### src/hw/lfch_defs.svh
// constants of the link function configuration header: offsets, field
// positions, fixed values and reset values.
// assumes inclusion by bare name from files under hw/.
`ifndef LFCH_DEFS_SVH
`define LFCH_DEFS_SVH

// ****************************************************************
// configuration offsets (byte addresses, dword aligned)
// ****************************************************************
`define LFCH_OFS_LINK_BASE      8'h10
`define LFCH_OFS_EXT_BASE       8'h14
`define LFCH_OFS_SUBSYS         8'h2C
`define LFCH_OFS_CAP_PTR        8'h34
`define LFCH_OFS_INTR           8'h3C
`define LFCH_OFS_PM_FIRST       8'h44
`define LFCH_OFS_PM_SECOND      8'h48

// ****************************************************************
// window base register layout
// ****************************************************************
`define LFCH_BASE_PTR_MSB       31
`define LFCH_BASE_PTR_LSB       11
`define LFCH_BASE_PTR_WIDTH     21
`define LFCH_BASE_LOW_ZERO      11'h000
`define LFCH_BASE_RESET         21'h00000

// ****************************************************************
// fixed and reset values
// ****************************************************************
`define LFCH_CAP_PTR_VALUE      8'h44
`define LFCH_IRQ_PIN_DEFAULT    8'h01
`define LFCH_IRQ_LINE_RESET     8'h00
`define LFCH_SUBSYS_RESET       32'h00000000
`define LFCH_RDATA_RESET        32'h00000000

`endif

### src/hw/lfch_pkg.sv
// types shared by the link function configuration header files.
// assumes the constants header is compiled alongside.
`default_nettype none

package lfch_pkg;

	// configuration request as presented by the host side decoder
	typedef struct packed {
		logic [7:0]  addr;
		logic        rd;
		logic        wr;
		logic [3:0]  be;
		logic [31:0] wdata;
	} lfch_cfg_req_type;

	// configuration answer, one cycle after the request
	typedef struct packed {
		logic        ack;
		logic [31:0] rdata;
	} lfch_cfg_rsp_type;

	// subsystem identity update from loader or access register
	typedef struct packed {
		logic        load;
		logic [3:0]  be;
		logic [31:0] data;
	} lfch_ssid_upd_type;

	// state of the top module
	typedef struct packed {
		logic        ack;
		logic [31:0] rdata;
		logic [7:0]  routing_line;
		logic        pm_hit;
	} lfch_main_state_type;

endpackage

`default_nettype wire

### src/hw/lfch_config_header.sv
// link function configuration header: window bases, subsystem identity,
// capability pointer and interrupt routing, reached by configuration
// reads and writes.
// assumes requests come from a configuration decoder on clk_sys, one
// request at a time, and that the loader sits on the same clock.
//
// Operation
// - link window base bits 31..11 are writable, holding the upper 21 bits.
// - writing all ones to link window base reads back FFFF F800h.
// - link window base bits 10..4 read zero, meaning a 2-Kbyte window.
// - link window base bit 3 reads zero: not prefetchable.
// - link window base bits 2..1 read zero: 32-bit base anywhere.
// - link window base bit 0 reads zero: memory space.
// - extension window base at 14h, bits 31..11 hold its pointer.
// - extension window base bits 10..4 read zero: 2-Kbyte window.
// - extension window base bit 3 reads zero: not prefetchable.
// - extension window base bits 2..1 read zero: 32-bit base anywhere.
// - extension window base bit 0 reads zero: memory space.
// - subsystem register at 2Ch: device code high half, vendor code low.
// - subsystem identity loads from serial EEPROM or access register only.
// - capability pointer at 34h reads fixed 44h, writes ignored.
// - power-management block lives in dwords 44h and 48h.
// - interrupt register: upper byte read-only, lower byte read/write.
// - interrupt pin field reads 01h, 02h or 03h.
`include "lfch_defs.svh"
`default_nettype none

module lfch_config_header #(
	parameter logic [7:0] INTERRUPT_PIN_CODE = `LFCH_IRQ_PIN_DEFAULT
) (
	input  wire logic                        clk_sys,
	input  wire logic                        rst_n,
	input  wire lfch_pkg::lfch_cfg_req_type  cfg_req,
	output lfch_pkg::lfch_cfg_rsp_type       cfg_rsp,
	input  wire lfch_pkg::lfch_ssid_upd_type eeprom_upd,
	input  wire lfch_pkg::lfch_ssid_upd_type access_upd,
	output logic [20:0]                      link_window_pointer,
	output logic [20:0]                      extension_window_pointer,
	output logic [31:0]                      subsystem_identity,
	output logic [7:0]                       interrupt_routing_line,
	output logic                             pm_block_access
);

	// ****************************************************************
	// address decode
	// ****************************************************************

	// dword index of the request; byte lane bits are not decoded
	logic [5:0] req_dword;
	logic       hit_link;
	logic       hit_ext;
	logic       hit_subsys;
	logic       hit_cap;
	logic       hit_intr;
	logic       hit_pm;
	logic       req_any;

	localparam logic [5:0] DW_LINK   = 6'(`LFCH_OFS_LINK_BASE >> 2);
	localparam logic [5:0] DW_EXT    = 6'(`LFCH_OFS_EXT_BASE >> 2);
	localparam logic [5:0] DW_SUBSYS = 6'(`LFCH_OFS_SUBSYS >> 2);
	localparam logic [5:0] DW_CAP    = 6'(`LFCH_OFS_CAP_PTR >> 2);
	localparam logic [5:0] DW_INTR   = 6'(`LFCH_OFS_INTR >> 2);
	localparam logic [5:0] DW_PM_A   = 6'(`LFCH_OFS_PM_FIRST >> 2);
	localparam logic [5:0] DW_PM_B   = 6'(`LFCH_OFS_PM_SECOND >> 2);

	assign req_dword  = cfg_req.addr[7:2];
	assign req_any    = cfg_req.rd | cfg_req.wr;
	assign hit_link   = (req_dword == DW_LINK);
	assign hit_ext    = (req_dword == DW_EXT);
	assign hit_subsys = (req_dword == DW_SUBSYS);
	assign hit_cap    = (req_dword == DW_CAP);
	assign hit_intr   = (req_dword == DW_INTR);
	// the power-management dwords belong to logic outside this block
	assign hit_pm     = (req_dword == DW_PM_A) ||
	                    (req_dword == DW_PM_B);

	// ****************************************************************
	// window base registers
	// ****************************************************************

	logic [31:0] link_word;
	logic [31:0] ext_word;
	logic [20:0] link_ptr;
	logic [20:0] ext_ptr;
	logic        link_wr;
	logic        ext_wr;

	// a read takes precedence if a decoder ever raises both strobes
	assign link_wr = cfg_req.wr & ~cfg_req.rd & hit_link;
	assign ext_wr  = cfg_req.wr & ~cfg_req.rd & hit_ext;

	// link window: only bits 31..11 store, low bits read zero
	lfch_window_base u_link_base (
		.clk_sys   (clk_sys),
		.rst_n     (rst_n),
		.wr_en     (link_wr),
		.be        (cfg_req.be),
		.wdata     (cfg_req.wdata),
		.pointer   (link_ptr),
		.read_word (link_word)
	);

	// extension window: same 2-Kbyte memory layout
	lfch_window_base u_ext_base (
		.clk_sys   (clk_sys),
		.rst_n     (rst_n),
		.wr_en     (ext_wr),
		.be        (cfg_req.be),
		.wdata     (cfg_req.wdata),
		.pointer   (ext_ptr),
		.read_word (ext_word)
	);

	// ****************************************************************
	// subsystem identity
	// ****************************************************************

	logic [31:0] ssid_word;

	// no configuration write path reaches it; a write at 2Ch is dropped
	lfch_subsys_id u_subsys (
		.clk_sys    (clk_sys),
		.rst_n      (rst_n),
		.eeprom_upd (eeprom_upd),
		.access_upd (access_upd),
		.identity   (ssid_word)
	);

	// ****************************************************************
	// top state
	// ****************************************************************

	lfch_pkg::lfch_main_state_type state_reg;
	lfch_pkg::lfch_main_state_type state_next;

	// read word of the addressed dword; unmapped dwords read zero
	logic [31:0] read_word;

	always_comb begin
		read_word = `LFCH_RDATA_RESET;
		if (hit_link) begin
			read_word = link_word;
		end else if (hit_ext) begin
			read_word = ext_word;
		end else if (hit_subsys) begin
			read_word = ssid_word;
		end else if (hit_cap) begin
			// pointer sits in the low byte; the rest of the dword is zero
			read_word = {24'h000000, `LFCH_CAP_PTR_VALUE};
		end else if (hit_intr) begin
			// pin code high, line low; the upper half is not ours
			read_word = {16'h0000, INTERRUPT_PIN_CODE,
			             state_reg.routing_line};
		end
	end

	// one answer per request, registered on the edge that takes it
	always_comb begin
		state_next        = state_reg;
		state_next.ack    = req_any;
		state_next.pm_hit = req_any & hit_pm;
		// read data hold until the next read so a slow master keeps them
		if (cfg_req.rd) begin
			state_next.rdata = read_word;
		end
		// only the line byte takes data; the pin byte stays fixed
		if (cfg_req.wr && !cfg_req.rd && hit_intr && cfg_req.be[0]) begin
			state_next.routing_line = cfg_req.wdata[7:0];
		end
	end

	// register the state
	always_ff @(posedge clk_sys) begin
		if (!rst_n) begin
			state_reg.ack          <= 1'b0;
			state_reg.rdata        <= `LFCH_RDATA_RESET;
			state_reg.routing_line <= `LFCH_IRQ_LINE_RESET;
			state_reg.pm_hit       <= 1'b0;
		end else begin
			state_reg <= state_next;
		end
	end

	// ****************************************************************
	// outputs
	// ****************************************************************

	// every output below is a flip-flop, here or in a child module
	// one driver for the whole answer struct
	assign cfg_rsp = '{ack: state_reg.ack, rdata: state_reg.rdata};
	assign link_window_pointer       = link_ptr;
	assign extension_window_pointer  = ext_ptr;
	assign subsystem_identity        = ssid_word;
	assign interrupt_routing_line    = state_reg.routing_line;
	assign pm_block_access           = state_reg.pm_hit;

endmodule

`default_nettype wire

### src/hw/lfch_window_base.sv
// one 32-bit memory window base register with a 2-Kbyte decode.
// assumes the caller raises wr_en only for a write aimed at this offset.
`include "lfch_defs.svh"
`default_nettype none

module lfch_window_base (
	input  wire logic        clk_sys,
	input  wire logic        rst_n,
	input  wire logic        wr_en,
	input  wire logic [3:0]  be,
	input  wire logic [31:0] wdata,
	output logic [20:0]      pointer,
	output logic [31:0]      read_word
);

	// ****************************************************************
	// state
	// ****************************************************************
	logic [20:0] pointer_reg;
	logic [20:0] pointer_next;
	logic [31:0] merged;
	logic [31:0] current;

	assign current = {pointer_reg, `LFCH_BASE_LOW_ZERO};

	// byte lanes pick new or old data per byte
	genvar lane;
	generate
		for (lane = 0; lane < 4; lane = lane + 1) begin : g_lane
			assign merged[lane*8 +: 8] = be[lane] ?
				wdata[lane*8 +: 8] : current[lane*8 +: 8];
		end
	endgenerate

	// only bits 31..11 take data; low bits never store anything
	always_comb begin
		pointer_next = pointer_reg;
		if (wr_en) begin
			pointer_next = merged[`LFCH_BASE_PTR_MSB:`LFCH_BASE_PTR_LSB];
		end
	end

	// register the pointer
	always_ff @(posedge clk_sys) begin
		if (!rst_n) begin
			pointer_reg <= `LFCH_BASE_RESET;
		end else begin
			pointer_reg <= pointer_next;
		end
	end

	assign pointer = pointer_reg;
	// size, prefetch, type and space bits all read as zero
	assign read_word = current;

endmodule

`default_nettype wire

### src/hw/lfch_subsys_id.sv
// subsystem identity holding register: device code high, vendor code low.
// assumes loader and access-register strobes come from the same clock.
`include "lfch_defs.svh"
`default_nettype none

module lfch_subsys_id (
	input  wire logic                     clk_sys,
	input  wire logic                     rst_n,
	input  wire lfch_pkg::lfch_ssid_upd_type eeprom_upd,
	input  wire lfch_pkg::lfch_ssid_upd_type access_upd,
	output logic [31:0]                   identity
);

	// ****************************************************************
	// state
	// ****************************************************************
	logic [31:0] ident_reg;
	logic [31:0] ident_next;
	logic [31:0] eeprom_word;
	logic [31:0] access_word;

	// per-lane merge for each update source
	genvar lane;
	generate
		for (lane = 0; lane < 4; lane = lane + 1) begin : g_lane
			assign eeprom_word[lane*8 +: 8] = eeprom_upd.be[lane] ?
				eeprom_upd.data[lane*8 +: 8] : ident_reg[lane*8 +: 8];
			assign access_word[lane*8 +: 8] = access_upd.be[lane] ?
				access_upd.data[lane*8 +: 8] : ident_reg[lane*8 +: 8];
		end
	endgenerate

	// the loader wins a tie: it only runs after reset, before software
	always_comb begin
		ident_next = ident_reg;
		if (eeprom_upd.load) begin
			ident_next = eeprom_word;
		end else if (access_upd.load) begin
			ident_next = access_word;
		end
	end

	always_ff @(posedge clk_sys) begin
		if (!rst_n) begin
			ident_reg <= `LFCH_SUBSYS_RESET;
		end else begin
			ident_reg <= ident_next;
		end
	end

	assign identity = ident_reg;

endmodule

`default_nettype wire

### config.mk
export PLATFORM = sky130hd
export DESIGN_NAME = lfch_config_header
export DESIGN_NICKNAME = d
export VERILOG_FILES = /design/src/hw/lfch_pkg.sv /design/src/hw/lfch_config_header.sv /design/src/hw/lfch_window_base.sv /design/src/hw/lfch_subsys_id.sv
export VERILOG_INCLUDE_DIRS = /design/src /design/src/hw
export SDC_FILE = /design/constraint.sdc
export NUM_CORES = 1
export LEC_CHECK = 0
export ABC_AREA = 1
export BUFFER_PORTS_ARGS = -buffer_cell sky130_fd_sc_hd__buf_2
export CAP_MARGIN = 5
export CORE_ASPECT_RATIO = 0.9
export CORE_UTILIZATION = 37
export CTS_CLUSTER_DIAMETER = 150
export DETAILED_ROUTE_END_ITERATION = 10
export HOLD_SLACK_MARGIN = 0.06
export PLACE_DENSITY = 0.73
export SLEW_MARGIN = 10
export SYNTH_ARGS = -nofsm -noshare
export SYNTH_HDL_FRONTEND = slang
export SYNTH_SLANG_ARGS = --single-unit
### constraint.sdc
create_clock -name clk_sys -period 1.4 [get_ports clk_sys]
set_clock_uncertainty 0.05 [all_clocks]
set_input_delay 0.21 -clock clk_sys [delete_from_list [all_inputs] [get_ports clk_sys]]
set_output_delay 0.21 -clock clk_sys [all_outputs]
set_load 0.1 [all_outputs]
==> out/results.txt <==
YS warnings: 0
Top FF cell, synth: dfxtp_1
synth cell count leaders: nand2_1 (212), dfxtp_1 (116), a21oi_1 (90)
initial detailed-routing violation count: 650
clk slew on worst S/H paths: 0.05 ns
Final ANT Viol Nets: 0
outcome: completed
area leader, netlist: dfxtp_1
largest cells by area after synthesis: dfxtp_1 (45%), nand2_1 (15%), a21oi_1 (8.7%)
Post-Syn Area: 5170 µm²
setup ws final: 0.002490 ns
Inserted Diodes: 0
io pins: 238
Final setup violation count: 0
antenna violations before repair: 0
Fmax: 715.6 MHz
CTS H-tree lvls: 4
startpoint types: input pin
Final Slew Violations: 0
FP Rows: 40
GRT overflow: 0
worst-path cell chain: buf_2 -> inv_2 -> buf_4 -> nor2_1 -> nor2_1 -> buf_4 -> o21ai_0 -> a31oi_1 -> dlygate4sd3_1
CP peak stage delay: 0.56 ns
later-pin clock latency in the skew report: 0.41 ns
R2R Setup Slk: 0.12 ns
nets: 1168
Initial Utilization: 0.3826
ys async rst share: 0
minimum clock period: 1.398 ns
Arr. time, crit path: 1.70 ns
vias per cell: 5.269
largest net degree at the start of global routing: 60
max cap viols: 0
Period Utilization, post-route: 0.9982
sequential share of the synthesized area: 0.4492
Max Buffers Root-to-Sink: 2
critical path's slowest cell: dlygate4sd3_1
Worst Path Max Fanout: 6
pre-CTS setup slack: -0.1298 ns
CTS tree: done
Die Ht: 114.1 µm
DR vias: 6465
dpl hpwl: 13150 µm
Peak VDD IR: 0.0008968 V
worst hold path type: in2reg
count leader, synth: nand2_1
top cell type's share of synthesized area: 0.4492
CP Capture Type: flip-flop
number of enable flip-flop cells after synthesis: 0
layout cell share with drive strength beyond 1: 0.3522
Syn Area/Cell: 7.211 µm²
worst-margin pin slew: 0.5694 ns
PortBufs: 232
Pleak: 3.871 nW
Largest register FFs: 33
synthesized flop and latch total: 116
total clock sinks: 116
GRT Total Usage: 0.2920
first-pass GRT wire length: 32300 µm
GPL Wtd Cong: 0.8611
Die Footprint: 14450 µm²
first-pass detailed-route iteration total: 5
wire per inst: 16.82 µm
DRC viols: 0
Final Core Density: 0.6503
vias in the first global route: 6145
total core area: 13510 µm²
number of standard cells after synthesis: 717
dpl cells: 1104
Finished Layout Cells: 1227
Routed WL: 20630 µm
final hold vios: 0
CTS Buf Count: 17
crit path kind: in2reg
Root Buffer: clkbuf_16
PD cells: 1094 nW/µm²
Syn-to-layout area delta: 69.97%
relative slew slack: 0.6198
Die W: 126.6 µm
Worst EP required: 1.70 ns
Yosys cell types: 26
syn_nets: 839
-- area by class of cell --
cell class / count / area, µm²
Clock buffer: 23 / 488.0
Fill cell: 1051 / 4726
Tap cell: 168 / 210.2
Clock inverter: 9 / 77.57
Multi-Input combinational cell: 520 / 2480
Inverter: 33 / 126.4
Timing Repair Buffer: 358 / 3017
Sequential cell: 116 / 2389
-- where the power goes --
part | internal, W | switching, W
clock network | 0.00261 | 0.00151
logic | 0.000641 | 0.00131
registers | 0.00343 | 0.000115
-- layout by cell type, fill, tap and decap left out, types with 4 or more instances in the layout --
cell type	instances
dfxtp_2	53
clkbuf_16	17
nor2_1	35
o21ai_1	4
o21ai_0	55
buf_6	5
nand3_1	55
dfxtp_1	63
buf_2	116
buf_12	30
a31oi_1	32
dlygate4sd3_1	90
nand4_1	23
nand2_1	211
a21oi_1	90
inv_1	24
inv_2	6
clkbuf_8	4
clkinv_2	7
buf_4	117
-- timing repair --
action	in CTS	in global routing
pin swaps	0	1
resized for setup	95	10
setup buffers	0	1
setup endpoints to repair	95	70
hold buffers	94	4
endpoints found under the hold margin	83	4
-- stage by stage --
stage               power (W)  setup TNS [ns]  instance area, µm²  hold slack, ns
detailed placement   0.005251          -2.213                7054          0.4017
global placement     0.005244          -1.093                7054          0.3985
finish               0.009617               0                8787        0.007876
CTS                  0.009607               0                8798         0.07850
floorplan            0.004706        -0.04080                5236          0.2948
global route         0.009924        -0.08197                8787         0.06147
-- cell families (layout without fill, tap and decap cells) --
kind of cell	count (synthesis)	in the layout	share of synthesized area
and+or+nand+nor	339	339	0.2962
AOI/OAI and AO/OA	181	181	0.1830
DFF	116	116	0.4492
buffers and inverters	81	423	0.07164
-- metal layers --
layer  wire, µm  vias to the layer above  GRT usage
met2       9433                      377     0.4582
met5          0                        -          0
li1           -                     3099          -
met3       1550                       64    0.07103
met4        838                        0     0.1631
met1       8812                     2925     0.3694
-- worst paths after layout --
check / cells past startpoint / end / start
setup / recovery: 9 / u_subsys.identity[15] / eeprom_upd[36]
hold / removal: 3 / u_subsys.identity[4] / eeprom_upd[4]
hold reg to reg: 2 / cfg_rsp[8] / cfg_rsp[8]
setup reg to reg: 3 / u_subsys.identity[15] / u_subsys.identity[15]
-- critical path: cells and delay by family --
family,cells,cell delay (ns)
AOI/OAI and AO/OA,2,0.21
buffers and inverters,5,1.08
and+or+nand+nor,2,0.20
(Power assumes the default switching activity.)
